`config.mk`:
```
export PLATFORM = sky130hd
export DESIGN_NAME = cen_notifier
export DESIGN_NICKNAME = d
export VERILOG_FILES = /design/src/core/cen_pkg.sv /design/src/core/cen_notifier.sv
export SDC_FILE = /design/constraint.sdc
export NUM_CORES = 2
export LEC_CHECK = 0
export BUFFER_PORTS_ARGS = -buffer_cell sky130_fd_sc_hd__buf_4
export CORE_MARGIN = 3
export CORE_UTILIZATION = 40
export CTS_BUF_LIST = sky130_fd_sc_hd__clkbuf_4 sky130_fd_sc_hd__clkbuf_8
export DETAILED_ROUTE_END_ITERATION = 10
export REMOVE_ABC_BUFFERS = 1
export SETUP_SLACK_MARGIN = 0.4
export SYNTH_ARGS = -nofsm -noshare
export SYNTH_HDL_FRONTEND = slang
export SYNTH_SLANG_ARGS = --single-unit
export TNS_END_PERCENT = 50
```
`constraint.sdc`:
```
create_clock -name hclk -period 10.5 [get_ports hclk]
set_input_delay 1.05 -clock hclk [delete_from_list [all_inputs] [get_ports hclk]]
set_output_delay 1.05 -clock hclk [all_outputs]
set_load 0.1 [all_outputs]
```
`src/core/cen_pkg.sv`:
```
package cen_pkg;

   // ************************************************************
   // event sources, also the source_select and stat_source_select codes
   // ************************************************************
   localparam int          NUM_SRC                 = 18;
   localparam int          SRC_W                   = 5;
   localparam int          NUM_ENGINE              = 9;
   localparam int          NUM_IN_LINES            = 4;
   localparam int          NUM_PULSE_LINES         = 4;
   localparam logic [4:0]  SRC_ACQ_BEGIN           = 5'h00;
   localparam logic [4:0]  SRC_ACQ_FINISH          = 5'h01;
   localparam logic [4:0]  SRC_FRAME_BEGIN         = 5'h02;
   localparam logic [4:0]  SRC_FRAME_FINISH        = 5'h03;
   localparam logic [4:0]  SRC_FRAME_TRIG_OK       = 5'h04;
   localparam logic [4:0]  SRC_FRAME_TRIG_REJECT   = 5'h05;
   localparam logic [4:0]  SRC_IMAGE_DROP          = 5'h06;
   localparam logic [4:0]  SRC_LINE_TRIG_REJECT    = 5'h07;
   localparam logic [4:0]  SRC_LINE_TRIG_POSTPONED = 5'h08;
   localparam int          SRC_IO1_CHANGE          = 9;
   localparam int          SRC_IO3_PULSE           = 13;
   localparam int          SRC_OVERRUN             = 17;

   // ************************************************************
   // setting encodings
   // ************************************************************
   localparam logic [1:0]  NOTIFY_OFF              = 2'h0;
   localparam logic [1:0]  NOTIFY_ON               = 2'h1;
   localparam logic [1:0]  NOTIFY_LEGACY           = 2'h2;
   localparam logic [1:0]  EDGE_RISE               = 2'h0;
   localparam logic [1:0]  EDGE_FALL               = 2'h1;
   localparam logic [1:0]  EDGE_BOTH               = 2'h2;

   // ************************************************************
   // register map, byte addresses
   // ************************************************************
   localparam logic [7:0]  REG_SRC_SEL             = 8'h00;
   localparam logic [7:0]  REG_NOTIFY              = 8'h04;
   localparam logic [7:0]  REG_LINE_CFG            = 8'h08;
   localparam logic [7:0]  REG_STAT_SEL            = 8'h0C;
   localparam logic [7:0]  REG_STAT_COUNT          = 8'h10;
   localparam logic [7:0]  REG_IRQ_STATUS          = 8'h14;
   localparam logic [7:0]  REG_IRQ_MASK            = 8'h18;
   localparam int          ADDR_W                  = 8;
   localparam int          LCFG_STRIDE             = 3;
   localparam int          LCFG_DIR_BIT            = 2;
   localparam int          IRQ_W                   = 2;
   localparam int          IRQ_OVERRUN_BIT         = 0;
   localparam int          IRQ_SENT_BIT            = 1;
   localparam logic [11:0] LINE_CFG_RESET          = 12'h000;
   localparam logic [1:0]  HTRANS_NONSEQ           = 2'h2;
   localparam logic [2:0]  HSIZE_WORD              = 3'h2;

   typedef enum logic [0:0] {
      CEN_AHB_IDLE = 1'b0,
      CEN_AHB_READ = 1'b1
   } cen_ahb_state_t;

   typedef struct packed {
      logic [4:0]  src;
      logic        legacy;
      logic [63:0] stamp;
   } cen_msg_t;

endpackage

```
`src/core/cen_notifier.sv`:
```
// Contract
// - message on enabled input line 1-4 change
// - message on enabled pulse start, lines 3-6
// - queue overflow disables all, sends overflow event
// - per-source setting: off, on, legacy format
// - input line edge: rise, fall or both
// - edge setting only for inputs; outputs pulse-start
// - statistic selector picks shown occurrence count
// - enabled acquisition start and end events
// - frame begin fires at exposure delay start
// - frame finish event on active frame end
// - event per accepted frame trigger
// - rejected frame trigger gives reject event
// - image dropped for memory gives event
// - rejected line trigger gives reject event
// - postponed line trigger gives overlap event
// - per-source count, read and reset selected
// - message carries 64-bit timestamp at occurrence
`timescale 1ns/100ps
`default_nettype none
module cen_notifier #(
   parameter int DEPTH  = 8,
   parameter int CNT_W  = 32
) (
   // clock and reset
   input  wire logic                              hclk,
   input  wire logic                              hresetn,
   // ahb-lite slave
   input  wire logic                              hsel,
   input  wire logic [31:0]                       haddr,
   input  wire logic [1:0]                        htrans,
   input  wire logic                              hwrite,
   input  wire logic [2:0]                        hsize,
   input  wire logic [31:0]                       hwdata,
   input  wire logic                              hready,
   output logic      [31:0]                       hrdata,
   output logic                                   hreadyout,
   output logic                                   hresp,
   // event sources: engine and pulse-start are one-cycle pulses on hclk, io lines are levels, plus the timestamp
   input  wire logic [cen_pkg::NUM_ENGINE-1:0]    engine_evt,
   input  wire logic [cen_pkg::NUM_PULSE_LINES-1:0] pulse_start,
   input  wire logic [cen_pkg::NUM_IN_LINES-1:0]  io_line,
   input  wire logic [63:0]                       ts_value,
   // message channel to the control link
   output logic                                   msg_valid,
   output cen_pkg::cen_msg_t                      msg,
   input  wire logic                              msg_ready,
   // interrupt
   output logic                                   irq
);

   localparam int N  = cen_pkg::NUM_SRC;
   localparam int PW = $clog2(DEPTH);

   // ************************************************************
   // ahb-lite slave
   // ************************************************************
   logic                       ph_wr_q;
   logic                       ph_rd_q;
   logic [cen_pkg::ADDR_W-1:0] ph_addr_q;
   cen_pkg::cen_ahb_state_t    ahb_q;
   cen_pkg::cen_ahb_state_t    ahb_d;
   logic [31:0]                hrdata_q;
   logic [31:0]                hrdata_d;
   logic                       hreadyout_q;

   wire acc_ok   = hsel & hready & (htrans == cen_pkg::HTRANS_NONSEQ) & (hsize == cen_pkg::HSIZE_WORD);
   wire acc_wr   = acc_ok & hwrite;
   wire acc_rd   = acc_ok & ~hwrite;
   wire wr_now   = ph_wr_q;
   wire wr_sel   = wr_now & (ph_addr_q == cen_pkg::REG_SRC_SEL);
   wire wr_ntf   = wr_now & (ph_addr_q == cen_pkg::REG_NOTIFY);
   wire wr_lcfg  = wr_now & (ph_addr_q == cen_pkg::REG_LINE_CFG);
   wire wr_ssel  = wr_now & (ph_addr_q == cen_pkg::REG_STAT_SEL);
   wire wr_scnt  = wr_now & (ph_addr_q == cen_pkg::REG_STAT_COUNT);
   wire wr_ist   = wr_now & (ph_addr_q == cen_pkg::REG_IRQ_STATUS);
   wire wr_imsk  = wr_now & (ph_addr_q == cen_pkg::REG_IRQ_MASK);

   // reads wait one cycle so a write in the previous data phase is seen
   always_comb begin
      ahb_d = ahb_q;
      case (ahb_q)
         cen_pkg::CEN_AHB_IDLE: begin
            if (acc_rd) begin
               ahb_d = cen_pkg::CEN_AHB_READ;
            end
         end
         cen_pkg::CEN_AHB_READ: begin
            ahb_d = cen_pkg::CEN_AHB_IDLE;
         end
         default: begin
            ahb_d = cen_pkg::CEN_AHB_IDLE;
         end
      endcase
   end

   always_ff @(posedge hclk or negedge hresetn) begin
      if (!hresetn) begin
         ph_wr_q     <= 1'b0;
         ph_rd_q     <= 1'b0;
         ph_addr_q   <= '0;
         ahb_q       <= cen_pkg::CEN_AHB_IDLE;
         hreadyout_q <= 1'b1;
         hrdata_q    <= '0;
      end else begin
         ph_wr_q     <= acc_wr;
         ph_rd_q     <= acc_rd;
         if (acc_ok) begin
            ph_addr_q <= haddr[cen_pkg::ADDR_W-1:0];
         end
         ahb_q       <= ahb_d;
         hreadyout_q <= (ahb_d == cen_pkg::CEN_AHB_IDLE);
         hrdata_q    <= hrdata_d;
      end
   end

   assign hreadyout = hreadyout_q;
   assign hrdata    = hrdata_q;
   assign hresp     = 1'b0;

   // ************************************************************
   // control registers
   // ************************************************************
   logic [cen_pkg::SRC_W-1:0] src_sel_q;
   logic [cen_pkg::SRC_W-1:0] stat_sel_q;
   logic [11:0]               line_cfg_q;
   logic [cen_pkg::IRQ_W-1:0] irq_stat_q;
   logic [cen_pkg::IRQ_W-1:0] irq_mask_q;
   logic                      irq_q;
   logic [1:0]                notify_q [N];
   logic [CNT_W-1:0]          count_q  [N];
   logic [63:0]               stamp_q  [N];
   logic [N-1:0]              pend_q;
   logic [N-1:0]              fire;
   logic [N-1:0]              grant;
   logic                      overrun;

   always_ff @(posedge hclk or negedge hresetn) begin
      if (!hresetn) begin
         src_sel_q  <= '0;
         stat_sel_q <= '0;
         line_cfg_q <= cen_pkg::LINE_CFG_RESET;
         irq_mask_q <= '0;
      end else begin
         if (wr_sel) begin
            src_sel_q <= hwdata[cen_pkg::SRC_W-1:0];
         end
         if (wr_ssel) begin
            stat_sel_q <= hwdata[cen_pkg::SRC_W-1:0];
         end
         if (wr_lcfg) begin
            line_cfg_q <= hwdata[11:0];
         end
         if (wr_imsk) begin
            irq_mask_q <= hwdata[cen_pkg::IRQ_W-1:0];
         end
      end
   end

   // ************************************************************
   // input lines: synchronise then detect edges
   // ************************************************************
   logic [cen_pkg::NUM_IN_LINES-1:0] line_s1_q;
   logic [cen_pkg::NUM_IN_LINES-1:0] line_s2_q;
   logic [cen_pkg::NUM_IN_LINES-1:0] line_prev_q;

   always_ff @(posedge hclk or negedge hresetn) begin
      if (!hresetn) begin
         line_s1_q   <= '0;
         line_s2_q   <= '0;
         line_prev_q <= '0;
      end else begin
         line_s1_q   <= io_line;
         line_s2_q   <= line_s1_q;
         line_prev_q <= line_s2_q;
      end
   end

   // engine pulses map straight onto their sources
   assign fire[cen_pkg::NUM_ENGINE-1:0] = engine_evt;

   genvar gl;
   generate
      for (gl = 0; gl < cen_pkg::NUM_IN_LINES; gl++) begin : g_line
         wire [1:0] edge_sel = line_cfg_q[gl*cen_pkg::LCFG_STRIDE +: 2];
         wire       is_out   = line_cfg_q[gl*cen_pkg::LCFG_STRIDE + cen_pkg::LCFG_DIR_BIT];
         wire       rise     = line_s2_q[gl] & ~line_prev_q[gl];
         wire       fall     = ~line_s2_q[gl] & line_prev_q[gl];
         wire       hit      = ((edge_sel == cen_pkg::EDGE_RISE) & rise)
                             | ((edge_sel == cen_pkg::EDGE_FALL) & fall)
                             | ((edge_sel == cen_pkg::EDGE_BOTH) & (rise | fall));
         // an output-configured line reports only through its pulse-start source
         assign fire[cen_pkg::SRC_IO1_CHANGE + gl] = hit & ~is_out;
         assign fire[cen_pkg::SRC_IO3_PULSE + gl]  = pulse_start[gl];
      end
   endgenerate

   // ************************************************************
   // per-source pending slot, timestamp, setting and counter
   // ************************************************************
   logic [N-1:0] enabled;
   logic [N-1:0] collide;

   // a second occurrence before the first reached the queue overwrites the first in its slot
   assign overrun = |collide;
   // the overrun source raises itself even though every source is off
   assign fire[cen_pkg::SRC_OVERRUN] = overrun;

   genvar gs;
   generate
      for (gs = 0; gs < N; gs++) begin : g_src
         wire sel_me  = (src_sel_q == cen_pkg::SRC_W'(gs));
         wire stat_me = (stat_sel_q == cen_pkg::SRC_W'(gs));
         wire take    = (gs == cen_pkg::SRC_OVERRUN) ? (fire[gs] & ~pend_q[gs]) : (fire[gs] & enabled[gs]);
         assign enabled[gs] = (notify_q[gs] != cen_pkg::NOTIFY_OFF);
         assign collide[gs] = (gs != cen_pkg::SRC_OVERRUN) && (fire[gs] & enabled[gs] & pend_q[gs] & ~grant[gs]);

         always_ff @(posedge hclk or negedge hresetn) begin
            if (!hresetn) begin
               notify_q[gs] <= cen_pkg::NOTIFY_OFF;
               pend_q[gs]   <= 1'b0;
               stamp_q[gs]  <= '0;
               count_q[gs]  <= '0;
            end else begin
               if (overrun) begin
                  notify_q[gs] <= cen_pkg::NOTIFY_OFF;
               end else if (wr_ntf && sel_me) begin
                  notify_q[gs] <= hwdata[1:0];
               end
               if (take) begin
                  pend_q[gs]  <= 1'b1;
                  stamp_q[gs] <= ts_value;
               end else if (grant[gs]) begin
                  pend_q[gs]  <= 1'b0;
               end
               // a fresh occurrence in the reset cycle is counted, not lost
               if (wr_scnt && stat_me) begin
                  count_q[gs] <= fire[gs] ? CNT_W'(1) : '0;
               end else if (fire[gs]) begin
                  count_q[gs] <= count_q[gs] + CNT_W'(1);
               end
            end
         end
      end
   endgenerate

   // ************************************************************
   // message queue
   // ************************************************************
   cen_pkg::cen_msg_t mem_q [DEPTH];
   logic [PW-1:0]     wptr_q;
   logic [PW-1:0]     rptr_q;
   logic [PW:0]       used_q;
   logic              msg_valid_q;
   cen_pkg::cen_msg_t msg_q;
   logic [4:0]        gidx;
   logic              gany;

   wire q_full  = (used_q == (PW+1)'(DEPTH));
   wire q_empty = (used_q == '0);
   wire pop     = ~q_empty & (~msg_valid_q | msg_ready);
   wire push    = gany;

   // highest index wins so the overrun report goes out first;
   // a full queue holds every source in its pending slot
   always_comb begin
      gidx  = '0;
      gany  = 1'b0;
      grant = '0;
      for (int i = 0; i < N; i++) begin
         if (pend_q[i] && !q_full) begin
            gidx = 5'(i);
            gany = 1'b1;
         end
      end
      if (gany) begin
         grant[gidx] = 1'b1;
      end
   end

   wire cen_pkg::cen_msg_t push_msg = '{src:    gidx,
                                        legacy: (notify_q[gidx] == cen_pkg::NOTIFY_LEGACY),
                                        stamp:  stamp_q[gidx]};

   always_ff @(posedge hclk) begin
      if (push) begin
         mem_q[wptr_q] <= push_msg;
      end
   end

   always_ff @(posedge hclk or negedge hresetn) begin
      if (!hresetn) begin
         wptr_q      <= '0;
         rptr_q      <= '0;
         used_q      <= '0;
         msg_valid_q <= 1'b0;
         msg_q       <= '0;
      end else begin
         if (push) begin
            wptr_q <= (wptr_q == PW'(DEPTH-1)) ? '0 : wptr_q + PW'(1);
         end
         if (pop) begin
            rptr_q <= (rptr_q == PW'(DEPTH-1)) ? '0 : rptr_q + PW'(1);
            msg_q  <= mem_q[rptr_q];
         end
         used_q <= used_q + (PW+1)'(push) - (PW+1)'(pop);
         if (pop) begin
            msg_valid_q <= 1'b1;
         end else if (msg_ready) begin
            msg_valid_q <= 1'b0;
         end
      end
   end

   assign msg_valid = msg_valid_q;
   assign msg       = msg_q;

   // ************************************************************
   // interrupt status, write one to clear, set wins
   // ************************************************************
   wire [cen_pkg::IRQ_W-1:0] irq_set = {msg_valid_q & msg_ready, overrun};
   wire [cen_pkg::IRQ_W-1:0] irq_clr = wr_ist ? hwdata[cen_pkg::IRQ_W-1:0] : '0;

   always_ff @(posedge hclk or negedge hresetn) begin
      if (!hresetn) begin
         irq_stat_q <= '0;
         irq_q      <= 1'b0;
      end else begin
         irq_stat_q <= (irq_stat_q & ~irq_clr) | irq_set;
         irq_q      <= |(((irq_stat_q & ~irq_clr) | irq_set) & irq_mask_q);
      end
   end

   assign irq = irq_q;

   // ************************************************************
   // read mux, evaluated in the wait cycle of a read
   // ************************************************************
   always_comb begin
      hrdata_d = '0;
      if (ph_rd_q) begin
         case (ph_addr_q)
            cen_pkg::REG_SRC_SEL:    hrdata_d = 32'(src_sel_q);
            cen_pkg::REG_NOTIFY:     hrdata_d = (src_sel_q < 5'(N)) ? 32'(notify_q[src_sel_q]) : '0;
            cen_pkg::REG_LINE_CFG:   hrdata_d = 32'(line_cfg_q);
            cen_pkg::REG_STAT_SEL:   hrdata_d = 32'(stat_sel_q);
            cen_pkg::REG_STAT_COUNT: hrdata_d = (stat_sel_q < 5'(N)) ? 32'(count_q[stat_sel_q]) : '0;
            cen_pkg::REG_IRQ_STATUS: hrdata_d = 32'(irq_stat_q);
            cen_pkg::REG_IRQ_MASK:   hrdata_d = 32'(irq_mask_q);
            default:                 hrdata_d = '0;
         endcase
      end
   end

endmodule
`default_nettype wire

```
==> reports/summary.txt <==
run status = finished clean
fin crit period = 5.63 ns
R2R cell count = 10
fillers = 25981
starting density of the core = 0.403
Num CTS Buffers = 421
largest net degree at the start of global routing = 178
Routed wire per std cell = 24.7 um
Die Ht = 542 um
clk buf depth = 4
largest family of logic cells by synthesized area = multiplexers
Multi-input gate area = 46800 um^2
clk root buf = clkbuf_8
drc violations = 0
flip-flop and latch area = 65500 um^2
Finished Layout Cells = 13793
EDFF count, synth = 560
Final ANT Viol Nets = 0
WHS = 0.155 ns
Flop pwr share = 0.376
clock skew = 0.175 ns
total power draw = 34.3 mW
fraction of the mapped netlist area in compound gates = 0.0596
CTS tree = yes
internal reg-to-reg setup slack = 4.87 ns
initial antenna violation count = 46
Clk Latency, worst-skew pair = 1.14 ns
placed cell area = 120000 um^2
Design Area, Final = 129000 um^2
peak supply drop = 758 uV
Mean Syn Cell Area = 12.0 um^2
worst hold path type = in -> reg
die span in x = 542 um
Top Ports = 262
Internal Power = 20.7 mW
number of synthesized register bits = 2506
Unique masters post-synth = 84
first drt pass iteration count = 8
Remaining Overflow, GRT = 0
cts repair resizes = 0
CP Capture Type = flip-flop
WHS Path Cells = 1
max_slew headroom = 0.173
port bufs = 216
crit path DAT = 6.33 ns
cts-stage hold buffer count = 2
net switching power of the design = 13.6 mW
simple-gate share of the synthesized area = 0.117
Most used DFF post-synth = dfrtp_1
unrepaired setup endpoints after global routing = no
Core Util, Final = 0.453
CP startpoint kind = flip-flop
worst flop-to-flop path endpoint = mem_q[3][25]
Setup violations, final = 0
hold wc startpoint = io_line[1]
max frequency = 178 MHz
Vias/cell = 5.72
fin crit share = 0.537
placed wire-length estimate = 204000 um
CORE AREA = 285000 um^2
worst r2r src = pend_q[8]
routed wire length = 340000 um
Setup WS pre-CTS = 4.92 ns
Pins Over Slew Limit = 0
pwr dens = 265 nW/um^2
XOR/XNOR share of the synthesized area = 0.0373
H-tree depth = 5
Setup Buffers After CTS = 0
nets = 9856
DP Cell Count = 13000
area share of fa/ha/maj cells after synthesis = 0.00409
post-synthesis mux area share = 0.185
Row Count = 196
final setup TNS = 0 ns
switching share of total power = 0.396
area grow syn2layout = 12.6%
hold endpoint = line_s1_q[1]
Final Hold Fails = 0
P_leak = 57.1 nW
setup ws final = 4.87 ns
Clk pwr share = 0.271
clk sinks = 2506
RD Place Congestion = 0.895
Seq/Total Area, Yosys = 0.570
cell count after synthesis = 9562
Mapped Area = 115000 um^2
number of DRC markers in iteration 0 = 7995
CP required = 11.20 ns
global-route usage over all layers = 0.227
Crit Path Max Fanout = 46
first-pass GRT wire length = 511000 um
DR vias = 78925
ys async rst share = 0.777
crit path kind = reg -> reg
layout cells sized above 1 = 0.250
YS warnings = 0
area of the die = 294000 um^2
Clock Pin Slew Worst Setup and Hold Paths = 0.06 ns
worst-margin pin slew = 1.23 ns
part of the power in combinational logic = 0.353
vias in the first global route = 79695
max_cap viols = 0
-- power by group through the flow --
stage | Sequential (mW) | Clock (mW) | Combinational, mW
floorplan | 14.2 | 0 | 6.27
global placement | 13.0 | 0 | 11.9
detailed placement | 13.1 | 0 | 12.0
CTS | 12.9 | 9.51 | 12.1
global route | 13.0 | 9.95 | 12.9
finish | 12.9 | 9.30 | 12.1
-- synth_stat cells (all sizes together) (20+ instances only) --
| library cell | number | area share |
|---|---|---|
| a21oi | 365 | 0.016 |
| a221o | 20 | 0.0017 |
| a221oi | 138 | 0.011 |
| a22oi | 26 | 0.0017 |
| a31oi | 59 | 0.0032 |
| and3 | 170 | 0.0093 |
| and4 | 23 | 0.0018 |
| buf | 179 | 0.0067 |
| clkbuf | 507 | 0.017 |
| dfrtp | 1945 | 0.42 |
| edfxtp | 560 | 0.15 |
| ha | 36 | 0.0039 |
| inv | 80 | 0.0026 |
| mux2 | 1001 | 0.10 |
| mux2i | 273 | 0.024 |
| mux4 | 314 | 0.062 |
| nand2 | 1431 | 0.047 |
| nand2b | 20 | 0.0011 |
| nand3 | 277 | 0.012 |
| nand4 | 115 | 0.0063 |
| nor2 | 773 | 0.026 |
| nor3 | 61 | 0.0027 |
| nor4 | 35 | 0.0023 |
| o211ai | 45 | 0.0031 |
| o21ai | 323 | 0.014 |
| o311ai | 23 | 0.0018 |
| or3 | 76 | 0.0041 |
| xnor2 | 147 | 0.011 |
| xor2 | 342 | 0.026 |
-- state kept, by name, summed over array words and instances, names as in the netlist, 3 cells and up --
register,cells
mem_q,560
used_q,4
msg,70
notify_q,36
line_s1_q,4
rptr_q,3
pend_q,18
line_cfg_q,12
stamp_q,1152
stat_sel_q,5
src_sel_q,5
hrdata,32
line_prev_q,4
line_s2_q,4
count_q,576
ph_addr_q,8
wptr_q,3
-- area by class of cell --
class	instances	area share
clock inverters	107	0.00794
clock buffers	662	0.0622
repair buffers	364	0.0224
flip-flops and latches	2506	0.506
inverters	82	0.00250
well taps	3762	0.0364
diodes	22	0.000425
multi-input cells	6288	0.362
-- logic make-up (layout without fill, tap and decap cells) --
kind of cell | after synthesis | after routing
AO/OA/AOI/OAI | 1102 | 1102
XOR/XNOR | 489 | 489
adder cells (fa/ha/maj) | 37 | 37
buffers and inverters | 768 | 1215
flip-flops | 2506 | 2506
multiplexers | 1588 | 1588
other | 1 | 23
AND/OR/NAND/NOR | 3071 | 3071
-- worst max-delay path by stage --
stage / start / endpoint / slack (ns) / cells past startpoint
3_5_place_dp: pend_q[8] / mem_q[5][25] / 4.92 / 10
3_3_place_gp: pend_q[8] / mem_q[6][25] / 4.95 / 10
2_1_floorplan: used_q[2] / mem_q[0][3] / -26.29 / 12
5_1_grt: pend_q[8] / mem_q[3][25] / 4.62 / 10
6_report: pend_q[8] / mem_q[3][25] / 4.87 / 10
4_1_cts: pend_q[8] / mem_q[3][25] / 4.86 / 10
-- layer usage --
metal,vias up,part of all wire,GRT usage
li1,34428,-,-
met1,41016,0.43,0.317
met2,2808,0.46,0.356
met3,651,0.069,0.0426
met4,22,0.033,0.0794
met5,-,0.00045,0
-- cells in the final DEF (no fill, tap or decap), types with 22 or more instances in the layout --
| cell type | netlist | layout |
|---|---|---|
| xor2_1 | 342 | 342 |
| nor3_1 | 61 | 53 |
| mux4_2 | 314 | 314 |
| ha_1 | 36 | 36 |
| xnor2_1 | 147 | 147 |
| a221oi_1 | 138 | 138 |
| clkbuf_4 | 0 | 169 |
| dfrtp_1 | 1945 | 1939 |
| clkinv_1 | 2 | 37 |
| a31oi_1 | 59 | 59 |
| o21ai_0 | 319 | 307 |
| o211ai_1 | 44 | 44 |
| edfxtp_1 | 560 | 560 |
| nand2_1 | 1431 | 1429 |
| mux2_2 | 941 | 941 |
| nor2_1 | 769 | 752 |
| nor4_1 | 30 | 28 |
| and3_1 | 170 | 169 |
| a22oi_1 | 26 | 26 |
| nand4_1 | 115 | 115 |
| mux2_4 | 60 | 60 |
| nand3_1 | 276 | 275 |
| diode_2 | 0 | 22 |
| or3_1 | 76 | 76 |
| a21oi_1 | 365 | 363 |
| and4_1 | 22 | 22 |
| clkinv_2 | 0 | 31 |
| clkbuf_8 | 0 | 493 |
| mux2i_1 | 273 | 273 |
| inv_1 | 78 | 77 |
| buf_4 | 3 | 350 |
-- critical path, stage by stage (launching register included) --
cell      delay (ns)
dfrtp_1         0.50
or4_1           0.61
o21ai_1         0.67
nand3_4         0.27
buf_4           0.46
nor2_4          0.56
buf_4           0.67
a221oi_1        0.16
o21ai_0         0.12
o21ai_0         0.12
a221oi_1        1.05
(Power assumes the default switching activity.)
